==> src/shared/scp_pkg.sv <==
// Purpose: constants and carriers for the split commitment and
//          power capability register bank
// Assumes: byte addressed 32-bit configuration words
// Notes:   every offset, field position and reset value lives here
package scp_pkg;
   // ***************************************************
   // register offsets
   // ***************************************************
   localparam logic [7:0] SCP_OFF_UP_COMMIT = 8'h88;
   localparam logic [7:0] SCP_OFF_DN_COMMIT = 8'h8C;
   localparam logic [7:0] SCP_OFF_PM_CAP = 8'h90;
   localparam logic [7:0] SCP_OFF_STATUS = 8'hF0;
   localparam logic [7:0] SCP_OFF_USAGE = 8'hF4;

   // ***************************************************
   // field positions
   // ***************************************************
   localparam int SCP_LIM_LSB = 16;
   localparam int SCP_LIM_MSB = 31;
   localparam int SCP_ST_DN_DELAYED = 0;
   localparam int SCP_ST_UP_DELAYED = 1;

   // ***************************************************
   // reset and fixed values
   // ***************************************************
   localparam logic [15:0] SCP_UP_CAPACITY = 16'h0010;
   localparam logic [15:0] SCP_DN_CAPACITY = 16'h0010;
   localparam logic [15:0] SCP_LIM_RESET = 16'h0010;
   localparam logic [15:0] SCP_LIM_UNLIMITED = 16'hFFFF;
   localparam logic [7:0] SCP_PM_CAP_ID = 8'h01;
   localparam logic [7:0] SCP_PM_NEXT_PTR = 8'hA8;
   localparam logic [2:0] SCP_PM_VERSION = 3'h2;
   localparam logic [0:0] SCP_PM_EVT_CLOCK = 1'h0;
   localparam logic [0:0] SCP_PM_RSVD = 1'h0;
   localparam logic [0:0] SCP_PM_DEV_INIT = 1'h0;
   localparam logic [2:0] SCP_PM_AUX_CURRENT = 3'h1;
   localparam logic [1:0] SCP_PM_D1D2 = 2'h0;
   localparam logic [4:0] SCP_PM_EVT_STATES = 5'h19;
   localparam logic [31:0] SCP_PM_WORD = {SCP_PM_EVT_STATES, SCP_PM_D1D2,
      SCP_PM_AUX_CURRENT, SCP_PM_DEV_INIT, SCP_PM_RSVD, SCP_PM_EVT_CLOCK,
      SCP_PM_VERSION, SCP_PM_NEXT_PTR, SCP_PM_CAP_ID};

   // ***************************************************
   // carriers
   // ***************************************************
   typedef struct packed {
      logic [7:0] addr;
      logic [31:0] wdata;
      logic wr;
      logic rd;
   } scp_bus_t;

   typedef struct packed {
      logic valid;
      logic [15:0] size;
   } scp_req_t;

   // room check shared by both directions
   function automatic logic scp_fits(input logic [15:0] used,
      input logic [15:0] size, input logic [15:0] limit);
      logic [16:0] sum;
      sum = {1'b0, used} + {1'b0, size};
      return (limit == SCP_LIM_UNLIMITED) || (sum <= {1'b0, limit});
   endfunction
endpackage

==> src/scp_commit_gate.sv <==
// Purpose: commitment accounting for one direction of split requests
// Assumes: requester re-presents a delayed request later
// Notes:   grant and delay are one-cycle registered pulses
`timescale 1ns/1ps
`default_nettype none
module scp_commit_gate
   import scp_pkg::*;
#(
   parameter int W = 16
) (
   // clock and reset
   input wire logic sys_clk,
   input wire logic rst,
   // limit and traffic
   input wire logic [W-1:0] limit,
   input wire scp_pkg::scp_req_t req,
   input wire scp_pkg::scp_req_t done,
   // results
   output logic grant_r,
   output logic delay_r,
   output logic [W-1:0] used_r
);
   logic fit;
   logic [W:0] add_nxt;
   logic [W-1:0] used_nxt;

   // room test and running total
   always_comb begin
      fit = scp_fits(used_r, req.size, limit);
      add_nxt = {1'b0, used_r};
      if (req.valid && fit) begin
         add_nxt = {1'b0, used_r} + {1'b0, req.size};
      end
      if (add_nxt[W]) begin
         add_nxt = {1'b0, {W{1'b1}}}; // clamp, unlimited mode can overrun
      end
      if (done.valid) begin
         if (add_nxt[W-1:0] > done.size) begin
            add_nxt = add_nxt - {1'b0, done.size};
         end else begin
            add_nxt = '0;
         end
      end
      used_nxt = add_nxt[W-1:0];
   end

   // forward or hold back each request
   always_ff @(posedge sys_clk or posedge rst) begin
      if (rst) begin
         grant_r <= 1'b0;
         delay_r <= 1'b0;
      end else begin
         grant_r <= req.valid && fit;
         delay_r <= req.valid && !fit;
      end
   end

   // outstanding committed ADQs
   always_ff @(posedge sys_clk or posedge rst) begin
      if (rst) begin
         used_r <= '0;
      end else begin
         used_r <= used_nxt;
      end
   end
endmodule
`default_nettype wire

==> src/scp_regs.sv <==
// Purpose: split commitment limits and power capability header
// Assumes: one-cycle strobes, read data valid the cycle after
// Notes:   status flags clear by writing one, set wins
`timescale 1ns/1ps
`default_nettype none
// Functional notes
// - upstream capacity field reads sixteen ADQs and cannot be written.
// - downstream capacity field reads sixteen ADQs and cannot be written.
// - upstream commitment limit in bits 31:16 is writable to any value.
// - downstream commitment limit in bits 31:16 is writable and gates forwarding.
// - a limit of all ones lets every split request through.
// - both limits start at sixteen ADQs after reset.
// - a request exceeding the downstream limit is delayed and sets a W1C flag.
// - capability ID byte reads the power capability identifier.
// - next pointer byte points at the subsystem identification entry.
// - version field reads revision 1.1.
// - event clock bit and reserved bit 20 read zero.
// - device specific initialization bit reads zero.
// - auxiliary current field reads the 55mA code.
// - D1 and D2 support bits read zero.
// - event support field reads D3 cold, D3 hot and D0.
module scp_regs
   import scp_pkg::*;
(
   // clock and reset
   input wire logic sys_clk,
   input wire logic rst,
   // register port
   input wire scp_pkg::scp_bus_t bus,
   output logic [31:0] rdata_r,
   // upstream split traffic
   input wire scp_pkg::scp_req_t up_req,
   input wire scp_pkg::scp_req_t up_done,
   output logic up_grant,
   output logic up_delay,
   // downstream split traffic
   input wire scp_pkg::scp_req_t dn_req,
   input wire scp_pkg::scp_req_t dn_done,
   output logic dn_grant,
   output logic dn_delay
);
   import scp_pkg::*;

   logic [15:0] up_lim_r;
   logic [15:0] dn_lim_r;
   logic dn_flag_r;
   logic up_flag_r;
   logic [15:0] up_used;
   logic [15:0] dn_used;
   logic [31:0] rd_nxt;
   logic wr_up;
   logic wr_dn;
   logic wr_st;

   // ***************************************************
   // write decode
   // ***************************************************
   // only the limit words and the status word take writes
   assign wr_up = bus.wr && (bus.addr == SCP_OFF_UP_COMMIT);
   assign wr_dn = bus.wr && (bus.addr == SCP_OFF_DN_COMMIT);
   assign wr_st = bus.wr && (bus.addr == SCP_OFF_STATUS);

   // upstream limit, capacity half of the word is fixed
   always_ff @(posedge sys_clk or posedge rst) begin
      if (rst) begin
         up_lim_r <= SCP_LIM_RESET;
      end else if (wr_up) begin
         up_lim_r <= bus.wdata[SCP_LIM_MSB:SCP_LIM_LSB];
      end
   end

   // downstream limit
   always_ff @(posedge sys_clk or posedge rst) begin
      if (rst) begin
         dn_lim_r <= SCP_LIM_RESET;
      end else if (wr_dn) begin
         dn_lim_r <= bus.wdata[SCP_LIM_MSB:SCP_LIM_LSB];
      end
   end

   // ***************************************************
   // commitment gates
   // ***************************************************
   // upstream direction, same accounting as downstream
   scp_commit_gate #(
      .W(16)
   ) u_up_gate (
      .sys_clk(sys_clk),
      .rst(rst),
      .limit(up_lim_r),
      .req(up_req),
      .done(up_done),
      .grant_r(up_grant),
      .delay_r(up_delay),
      .used_r(up_used)
   );

   // downstream direction
   scp_commit_gate #(
      .W(16)
   ) u_dn_gate (
      .sys_clk(sys_clk),
      .rst(rst),
      .limit(dn_lim_r),
      .req(dn_req),
      .done(dn_done),
      .grant_r(dn_grant),
      .delay_r(dn_delay),
      .used_r(dn_used)
   );

   // ***************************************************
   // delayed request flags
   // ***************************************************
   // a new delay in the clearing cycle keeps the flag set
   always_ff @(posedge sys_clk or posedge rst) begin
      if (rst) begin
         dn_flag_r <= 1'b0;
      end else if (dn_delay) begin
         dn_flag_r <= 1'b1;
      end else if (wr_st && bus.wdata[SCP_ST_DN_DELAYED]) begin
         dn_flag_r <= 1'b0;
      end
   end

   // upstream twin of the flag, same clearing
   always_ff @(posedge sys_clk or posedge rst) begin
      if (rst) begin
         up_flag_r <= 1'b0;
      end else if (up_delay) begin
         up_flag_r <= 1'b1;
      end else if (wr_st && bus.wdata[SCP_ST_UP_DELAYED]) begin
         up_flag_r <= 1'b0;
      end
   end

   // ***************************************************
   // read path
   // ***************************************************
   // unmapped offsets read zero
   always_comb begin
      rd_nxt = '0;
      case (bus.addr)
         SCP_OFF_UP_COMMIT: begin
            rd_nxt = {up_lim_r, SCP_UP_CAPACITY};
         end
         SCP_OFF_DN_COMMIT: begin
            rd_nxt = {dn_lim_r, SCP_DN_CAPACITY};
         end
         SCP_OFF_PM_CAP: begin
            rd_nxt = SCP_PM_WORD;
         end
         SCP_OFF_STATUS: begin
            rd_nxt[SCP_ST_DN_DELAYED] = dn_flag_r;
            rd_nxt[SCP_ST_UP_DELAYED] = up_flag_r;
         end
         SCP_OFF_USAGE: begin
            rd_nxt = {up_used, dn_used};
         end
         default: begin
            rd_nxt = '0;
         end
      endcase
   end

   // data stands one cycle only, zero otherwise
   always_ff @(posedge sys_clk or posedge rst) begin
      if (rst) begin
         rdata_r <= '0;
      end else if (bus.rd) begin
         rdata_r <= rd_nxt;
      end else begin
         rdata_r <= '0;
      end
   end

   logic rst_seen_r;
   // marks the first cycle after reset release
   always_ff @(posedge sys_clk or posedge rst) begin
      if (rst) begin
         rst_seen_r <= 1'b1;
      end else begin
         rst_seen_r <= 1'b0;
      end
   end
endmodule
`default_nettype wire

==> config.mk <==
export PLATFORM = sky130hd
export DESIGN_NAME = scp_regs
export DESIGN_NICKNAME = d
export VERILOG_FILES = /design/src/shared/scp_pkg.sv /design/src/scp_commit_gate.sv /design/src/scp_regs.sv
export SDC_FILE = /design/constraint.sdc
export NUM_CORES = 1
export LEC_CHECK = 0
export ABC_AREA = 1
export BUFFER_PORTS_ARGS = -buffer_cell sky130_fd_sc_hd__buf_4
export CORE_AREA = 2 2 168 121
export DETAILED_ROUTE_END_ITERATION = 8
export DIE_AREA = 0 0 170 123
export PLACE_DENSITY = 0.81
export SLEW_MARGIN = 15
export SYNTH_ARGS = -nofsm -noshare
export SYNTH_HDL_FRONTEND = slang
export SYNTH_HIERARCHICAL = 1
export SYNTH_SLANG_ARGS = --single-unit
==> constraint.sdc <==
create_clock -name sys_clk -period 15.5 [get_ports sys_clk]
set_clock_uncertainty 0.2 [all_clocks]
set_input_delay 0 -clock sys_clk [delete_from_list [all_inputs] [get_ports sys_clk]]
set_output_delay 0 -clock sys_clk [all_outputs]
set_load 0.005 [all_outputs]
# --- After elaboration in Yosys (flattened, before gate mapping) ---
# Index checks and enable logic that the tools add are counted.
word_totals:
  ff_bits: 102
  in_bits: 112
  out_inout_bits: 36
  word_cells: 56
classes:
  n_addsub: 4
  magnitude_cmp: 4
  eq_ne: 7
  muxes: 15
  reduce_logical: 15
ops:
  columns: ["operator", "count"]
  rows:
  - ["30-bit one-hot mux with 4 select lines", 1]
  - ["16-bit 2-to-1 mux", 6]
  - ["8-bit == test (second input constant)", 5]
  - ["16-bit by 16-bit adder with 17-bit output", 2]
  - ["17-bit by 16-bit less-or-equal comparator with 1-bit output", 2]
  - ["17-bit 2-to-1 mux", 2]
  - ["16-bit == test (second input constant)", 2]
  - ["16-bit greater-than comparator", 2]
  - ["32-bit 2-to-1 mux", 1]
  - ["16-bit subtractor", 2]
  - ["1-bit logical AND", 9]
  - ["2-bit one-hot mux with 3 select lines", 1]
  - ["1-bit 2-to-1 mux", 4]
  - ["2-bit nonzero test", 2]
  - ["1-bit zero test", 2]
  - ["1-bit logical OR", 2]

# --- Longest topological paths before layout ---
# Gate-level depths: netlist of the first run.
depth:
  word_depth: 9
  mapped_depth: 38
  depth_no_buf: 37

# --- By module ---
# The synthesis of the first run kept the hierarchy.
modules_own_cells:
  columns: ["module", "n_inst", "cells_per_inst", "area_per_inst_um2", "seq_area_each_um2"]
  rows:
  - ["scp_commit_gate (u_up_gate)", 1, 500, 3298.2, 450.4]
  - ["scp_commit_gate (u_dn_gate)", 1, 499, 3148.0, 450.4]
  - ["scp_regs", 1, 370, 3024.2, 1654.1]

# --- Worst setup path after synthesis of the first run ---
# Ideal clock, no wire load.
synth_timing:
  path_kind: "register to register"
  startpoint: "reg u_up_gate.used_r[0]"
  endpoint: "reg u_up_gate.used_r[10]"
  setup_ns: 0.065
  arrival_ns: 4.746
  required_ns: 15.235
  path_slack_ns: 10.489
  path_stages_with_launch: 38
  path_buffers: 2
  synth_period_minus_slack_ns: 5.011
  path_cell_list: "dfrtp_1 -> ha_1 -> fa_1 -> nand3_1 -> nand2_2 -> nand2_1 -> nand2_2 -> nand2_1 -> nand2_1 -> nand2_1 -> nand2_1 -> xor2_1 -> ha_1 -> nand2_1 -> nor2_1 -> a211oi_1 -> nor2_1 -> nor2_2 -> [... 2 more ...] -> nand2_4 -> buf_12 -> nand2_4 -> nand2_1 -> ha_1 -> fa_1 -> nor3_1 -> nor2_1 -> o21ai_2 -> nand2_1 -> nand2_1 -> nand2_1 -> nand2_2 -> nand2_1 -> a21oi_4 -> buf_6 -> nand3_1 -> nand2_1"
synth_via:
  elab_chain_len: 9
  elab_cells_between_ends: 10
  cone_classes: "2 x add/sub; 2 x order compare; 4 x mux; 2 x reduce/logical"
synth_lines:
  columns: ["item", "line_no", "source"]
  rows:
  - ["start, declared", "scp_commit_gate.sv:21", "output logic [W-1:0] used_r"]
  - ["start signal, assigned", "scp_commit_gate.sv:63", "used_r <= used_nxt;"]
  - ["16-bit by 16-bit adder with 17-bit output", "scp_pkg.sv:62, scp_commit_gate.sv:32", null]
  - ["17-bit by 16-bit less-or-equal comparator with 1-bit output", "scp_pkg.sv:63", "return (limit == SCP_LIM_UNLIMITED) || (sum <= {1'b0, limit});"]
  - ["1-bit logical OR", "scp_pkg.sv:63", null]
  - ["1-bit logical AND", "scp_commit_gate.sv:31", "if (req.valid && fit) begin"]
  - ["17-bit 2-to-1 mux *", "scp_commit_gate.sv:31", null]
  - ["16-bit 2-to-1 mux *", "scp_commit_gate.sv:34", "if (add_nxt[W]) begin"]
  - ["16-bit subtractor / 16-bit greater-than comparator (equally long branches)", "scp_commit_gate.sv:39, scp_commit_gate.sv:38", null]
  - ["16-bit 2-to-1 mux", "scp_commit_gate.sv:38", "if (add_nxt[W-1:0] > done.size) begin"]
  - ["16-bit 2-to-1 mux *", "scp_commit_gate.sv:37", "if (done.valid) begin"]
  - ["via u_up_gate.add_nxt[10]", "scp_commit_gate.sv:24", "logic [W:0] add_nxt;"]
# The timed path passes the listed nets; every way through them passes the cells marked *.
# A chain may end at the register's enable or synchronous reset.

# --- Worst setup path in the final report of the first run ---
layout_timing:
  startpoint: "reg u_up_gate.used_r[2]"
  endpoint: "reg u_up_gate.used_r[0]"
# The elaborated chain is that of the path after synthesis.

==> results of run 1 <==
## sequential cells by signal (all words and copies together), names as in the netlist
register           cells
rdata_r               32
dn_lim_r              16
u_up_gate/delay_r      1
up_flag_r              1
u_up_gate/used_r      16
u_dn_gate/delay_r      1
u_up_gate/grant_r      1
dn_flag_r              1
u_dn_gate/grant_r      1
u_dn_gate/used_r      16
up_lim_r              16
## where the power goes
| part | switching [W] | total [W] | internal, W | leakage, nW |
|---|---|---|---|---|
| Clock | 0.000118 | 0.000233 | 0.000115 | 0.148 |
| Sequential | 0.0000397 | 0.000346 | 0.000307 | 1.36 |
| Combinational | 0.000818 | 0.00134 | 0.000521 | 4.94 |
## cell families (layout without fill, tap and decap cells)
kind of cell / after synthesis / in the layout / share of synthesized area [%]
xor gates and xnor gates: 34 / 34 / 3.144
AOI/OAI and AO/OA: 148 / 148 / 9.380
adders and majority gates: 100 / 100 / 13.53
buffers and inverters: 244 / 413 / 10.74
and+or+nand+nor: 741 / 741 / 36.23
DFF: 102 / 102 / 26.98
## synthesized netlist by cell type (4+ instances only)
cell type  count
and2_4         7
o21ai_1       12
xnor2_1        9
nand2_4       15
buf_4          4
nor3_1        14
buf_2          7
inv_1        213
nand3_2        4
a21oi_2        7
nor2_4         6
ha_1          96
a21oi_1       58
nand3_1      131
or2_2         12
and2_1         9
nand2_1      388
clkbuf_1       6
fa_1           4
buf_6          6
nor2_1       100
xor2_1        25
dfrtp_1      100
nand4_1       24
o21ai_0       38
o21bai_1       4
nand2_2       12
a21o_1        10
## timing repair
item	in CTS	in global routing
hold buffers	46	0
hold endpoints to repair	201	0
buffers inserted	0	0
## worst min-delay path: stages
cell and delay, ns:
buf_4 0.10, inv_1 0.04, ha_1 0.19, nand2_1 0.07
nand3_1 0.07, nand2_1 0.05
## path summary, 6_finish.rpt
| kind | cells after the start | end | slack, ns |
|---|---|---|---|
| worst min register to register | 1 | up_flag_r$_DFFE_PP0P_ | 0.29 |
| min in group asynchronous | 3 | u_dn_gate/delay_r$_DFF_PP0_ | 0.16 |
| worst max register to register | 31 | u_up_gate/used_r[0]$_DFF_PP0_ | 8.09 |
| max in group asynchronous | 5 | dn_lim_r[1]$_DFFE_PP0P_ | 13.55 |
| worst max-delay path | 31 | u_up_gate/used_r[0]$_DFF_PP0_ | 8.09 |
| worst min-delay path | 6 | u_dn_gate/used_r[12]$_DFF_PP0_ | 0.009 |
## cell type report
cell class,instances,area [um2],area share [%]
Clock buffer,9,225.2,1.984
Timing Repair Buffer,180,1466,12.92
Inverter,217,819.5,7.219
Multi-Input combinational cell,1023,5898,51.96
Clock inverter,7,78.83,0.6944
Tap cell,247,309.0,2.722
Sequential cell,102,2555,22.51
## metal layers
metal / vias to the layer above / routed length [um]
met5: - / 0
met4: 0 / 269
met3: 29 / 2576
met2: 392 / 10590
met1: 4348 / 13040
li1: 4720 / -
## metrics by stage
stage	instances	hold slack [ns]	setup slack, ns	util (%)	power, W
after global routing	1785	0.04018	7.595	58.61	0.002111
after floorplan	1369	-0.2614	10.49	-	0.001377
final	1785	0.009027	8.089	58.61	0.001918
after global placement	1723	-0.1999	9.513	54.66	0.001595
after detailed placement	1723	-0.1953	9.391	54.66	0.001632
after CTS	1785	0.001146	8.338	58.61	0.001896
==> qor.yml, run 1 <==
status: "complete, no violations"
synth_top_cell_area_share_pct: 26.42
rsz0062_at_grt: "false"
nets: 1745
routed_wl_um: 26480
path_common_cell: "nand2_1"
power.leakage_nw: 6.452
synth_area_leaders: "dfrtp_1 26%, nand2_1 15%, ha_1 13%"
die_h_um: 123
min_path_type: "in2reg"
initial_core_util_pct: 48.90
dpl.hpwl_um: 21200
final_antenna_net_count: 0
area_growth_pct: 19.87
fin_crit_ns: 7.411
grt_max_degree: 52
via_per_inst: 5.316
worstMarginPinSlew_ns: 1.124
io_buffers: 133
core_area_um2: 19370
final_cell_mix: "388 x nand2_1, 212 x inv_1, 134 x buf_4"
cap_violations: 0
dieWidth_um: 170
post_cts_resized: 0
placed_area_um2: 10590
overflow: 0
critPathSlowestCell: "dlygate4sd3_1"
yosysSeqAreaShare_pct: 26.98
antennaDiodeCount: 0
slew_violations: 0
clk_path_buf_depth: 2
gp_congestion: 0.9186
fillers: 1839
path_buf_inv: 2
final_area_um2: 11350
synth_warnings: 6
use_met1_pct: 39.71
irDropWorstVdd_v: 0.00007362
crit_family: "simple AND/OR/NAND/NOR gates"
boundaryPins: 148
grt_usage_pct: 25.98
htreeDepth: 3
clkTransAtPathRegs_ns: 0.08
syn_avg_cell_area_um2: 6.918
required_ns: 15.59
cts_tree: "built"
cts_sinks: 102
async_reset_ff_share_pct: 100.0
synthFlopType: "dfrtp_1"
cp-start-kind: "flop"
route.detailed.drc: 0
syn_inst: 1369
yosys.area.top_type: "dfrtp_1"
numCtsBuffers: 9
first_pass_iters: 6
antenna_found_initial: 0
crit_type: "reg2reg"
fmaxAchievable_mhz: 134.9
initialDrtViolationCount: 954
drive_gt1_share_pct: 15.21
power_density_nw_per_um2: 169.0
critPathMaxFanout: 18
dieArea_um2: 20910
synthesis.nets: 1581
finalSetupViolations: 0
end_kind: "flop"
tns_ns: 0
grt_util_met2_pct: 38.04
hold_viol: 0
yosysUniqueCellTypes: 53
min_from: "dn_done[12]"
final_common_cell: "nand2_1"
grt_busiest_layer: "met1"
synth_edf_count: 0
num_vias: 9489
clk_latency_ns: 0.35
fin_crit_sh_pct: 47.81
clock-root-buffer: "clkbuf_16"
grt_pass1_wl_um: 42860
rows: 43
r2r_start: "u_up_gate/used_r[2]$_DFF_PP0_"
synth-seq-cells: 102
synth_area_um2: 9470
met3_usage_pct: 5.634
wl_per_cell_um: 14.83
cp.arrival_ns: 7.50
slowest_delay_ns: 0.58
max_slew_margin_pct: 24.99
crit_start: "u_up_gate/used_r[2]$_DFF_PP0_"
grt_pass1_vias: 8764
(Power assumes the default switching activity.)
==> run 2: changes to the inputs <==
Settings changed: PLACE_DENSITY 0.81 to 0.83.
Clock period 15.5 ns to 6.53 ns, I/O delays scaled along.
==> run 2 against run 1 <==
Combinational power is 140% higher. Clock power up 130%. Maximum frequency rose by 23%. Critical endpoint is now u_dn_gate/used_r[1]$_DFF_PP0_.
==> qor.yml, run 2 (same netlist as run 1, synthesis figures left out) <==
multi_input_area_um2: 5914  # +0.28%
critPathSlowestCell: "dlygate4sd3_1"
rsz0062_at_grt: "false"
largest-register: "rdata_r"
final_cell_mix: "388 x nand2_1, 212 x inv_1, 137 x buf_4"
reg2reg_slack_ns: 0.49  # -7.60 ns
htreeDepth: 3  # unchanged
crit_family: "simple AND/OR/NAND/NOR gates"
fillers: 1784  # -3.0%
wl_per_cell_um: 15.15  # +2.1%
numCtsBuffers: 9  # unchanged
largest_reg_flops: 32  # unchanged
io_buffers: 133  # unchanged
whs_ns: 0.003554  # -0.005473 ns
crit_path_end: "u_dn_gate/used_r[1]$_DFF_PP0_"
p_comb_share_pct: 70.3  # +0.5 points
clock-root-buffer: "clkbuf_16"
max_slew_margin_pct: 22.75  # -2.2 points
crit_type: "reg2reg"
end_kind: "flop"
die_h_um: 123  # unchanged
r2r-end: "u_dn_gate/used_r[1]$_DFF_PP0_"
seq_power_share_pct: 17.8  # -0.3 points
first_pass_iters: 6  # unchanged
fmaxAchievable_mhz: 165.4  # +23%
clk_path_buf_depth: 2  # unchanged
drive_gt1_share_pct: 15.42  # +0.21 points
cp.arrival_ns: 6.15  # -1.35 ns
critPathMaxFanout: 18  # unchanged
initial_core_util_pct: 48.90  # unchanged
grt_usage_pct: 26.15  # +0.17 points
final_common_cell: "nand2_1"
worstMarginPinSlew_ns: 1.154  # +0.03052 ns
clkTransAtPathRegs_ns: 0.08  # about the same
power.leakage_nw: 6.443  # -0.14%
r2r_start: "u_dn_gate/used_r[0]$_DFF_PP0_"
hold_viol: 0  # unchanged
area_growth_pct: 19.69
via_per_inst: 5.340  # +0.46%
path_depth: 33  # +6.5%
clk_latency_ns: 0.36  # about the same
finalSetupViolations: 0  # unchanged
nets: 1744  # -0.057%
fin_crit_sh_pct: 92.57  # +45 points
required_ns: 6.63  # -8.96 ns
cp-start-kind: "flop"
fin_crit_ns: 6.045  # -1.366 ns
grt_max_degree: 42  # -19%
status: "complete, no violations"
grt_pass1_vias: 8869  # +1.2%
path_buf_inv: 2  # unchanged
min_path_type: "in2reg"
antennaDiodeCount: 0  # unchanged
path_common_cell: "nand2_1"
cts_tree: "built"
fin_cells: 1784  # -0.056%
boundaryPins: 148  # unchanged
place_inst: 1723  # unchanged
dpl.hpwl_um: 21480  # +1.3%
intPower_w: 0.002233  # +140%
p_sw_share_pct: 51.16  # +0.30 points
grt_pass1_wl_um: 43250  # +0.90%
dieWidth_um: 170  # unchanged
overflow: 0  # unchanged
num_vias: 9527  # +0.40%
cap_violations: 0  # unchanged
rows: 43  # unchanged
power_density_nw_per_um2: 403.4  # +140%
initialDrtViolationCount: 1053  # +10%
pwr-share-clk_pct: 11.9  # -0.2 points
final_antenna_net_count: 0  # unchanged
reg2reg_depth: 33  # +6.5%
irDropWorstVdd_v: 0.0001621  # +120%
slowest_delay_ns: 0.57  # about the same
route.detailed.drc: 0  # unchanged
dieArea_um2: 20910  # unchanged
routed_wl_um: 27020  # +2.1%
core_area_um2: 19370  # unchanged
p_sw_w: 0.002339  # +140%
slew_violations: 0  # unchanged
gp_congestion: 0.9513  # +3.6%
antenna_found_initial: 1  # +1
tns_ns: 0  # unchanged
seqCellArea_um2: 2555  # unchanged
crit_start: "u_dn_gate/used_r[0]$_DFF_PP0_"
cts_sinks: 102  # unchanged
run 2: metal layers:
layer  up-vias  track usage [%]  part of all wire, %
li1       4721                -                    -
met1      4410            38.34                   48
met2       370            39.46                   41
met3        24            6.242                  9.2
met4         2            5.128                  1.1
met5         -                0                0.033
run 2: metrics by stage:
step                      total power (W)  cell area, um2  util (%)  setup WS (ns)
final                            0.004572           11330     58.52         0.4851
after global routing             0.005006           11330     58.52        0.02085
after CTS                        0.004478           11300     58.32         0.2437
after detailed placement         0.003887           10590     54.66         0.4653
after global placement           0.003778           10590     54.66         0.6885
after floorplan                  0.003270            9470         -          1.519
run 2: how the worst min path moves through the flow:
| stage | from | end | slack (ns) | cells past startpoint |
|---|---|---|---|---|
| after floorplan | rst | u_dn_gate/delay_r$_DFF_PP0_ | -0.26 | 1 |
| after global placement | rst | rdata_r[1]$_DFF_PP0_ | -0.1 | 2 |
| after global routing | up_done[12] | u_up_gate/used_r[12]$_DFF_PP0_ | 0.05 | 6 |
| after detailed placement | rst | up_flag_r$_DFFE_PP0P_ | -0.1 | 2 |
| final | dn_done[14] | u_dn_gate/used_r[14]$_DFF_PP0_ | 0.004 | 6 |
| after CTS | dn_done[2] | u_dn_gate/used_r[2]$_DFF_PP0_ | 0.002 | 6 |
run 2: power by group through the flow:
stage               registers (W)  logic [W]  clock network [W]
finish                   0.000814    0.00321           0.000545
global route             0.000825    0.00361           0.000570
detailed placement       0.000825    0.00306                  0
global placement         0.000824    0.00295                  0
floorplan                0.000795    0.00247                  0
CTS                      0.000813    0.00311           0.000552
run 2: area by class of cell:
| cell class | count | share of cell area, % |
|---|---|---|
| flip-flops and latches | 102 | 22.54 |
| multi-input cells | 1023 | 52.18 |
| clock buffers | 9 | 1.987 |
| well taps | 247 | 2.727 |
| repair buffers | 179 | 12.78 |
| clock inverters | 7 | 0.5519 |
| inverters | 217 | 7.230 |
run 2: worst min-delay path, cell delays in order:
cell,delay (ns)
buf_4,0.10
inv_1,0.04
ha_1,0.20
xor2_1,0.09
nand2_1,0.05
nand2_1,0.04
run 2: repair_timing:
item	CTS	global route
setup buffers	0	3
hold buffers	42	0
setup endpoints to repair	0	18
endpoints found under the hold margin	162	0
resized for setup	0	3
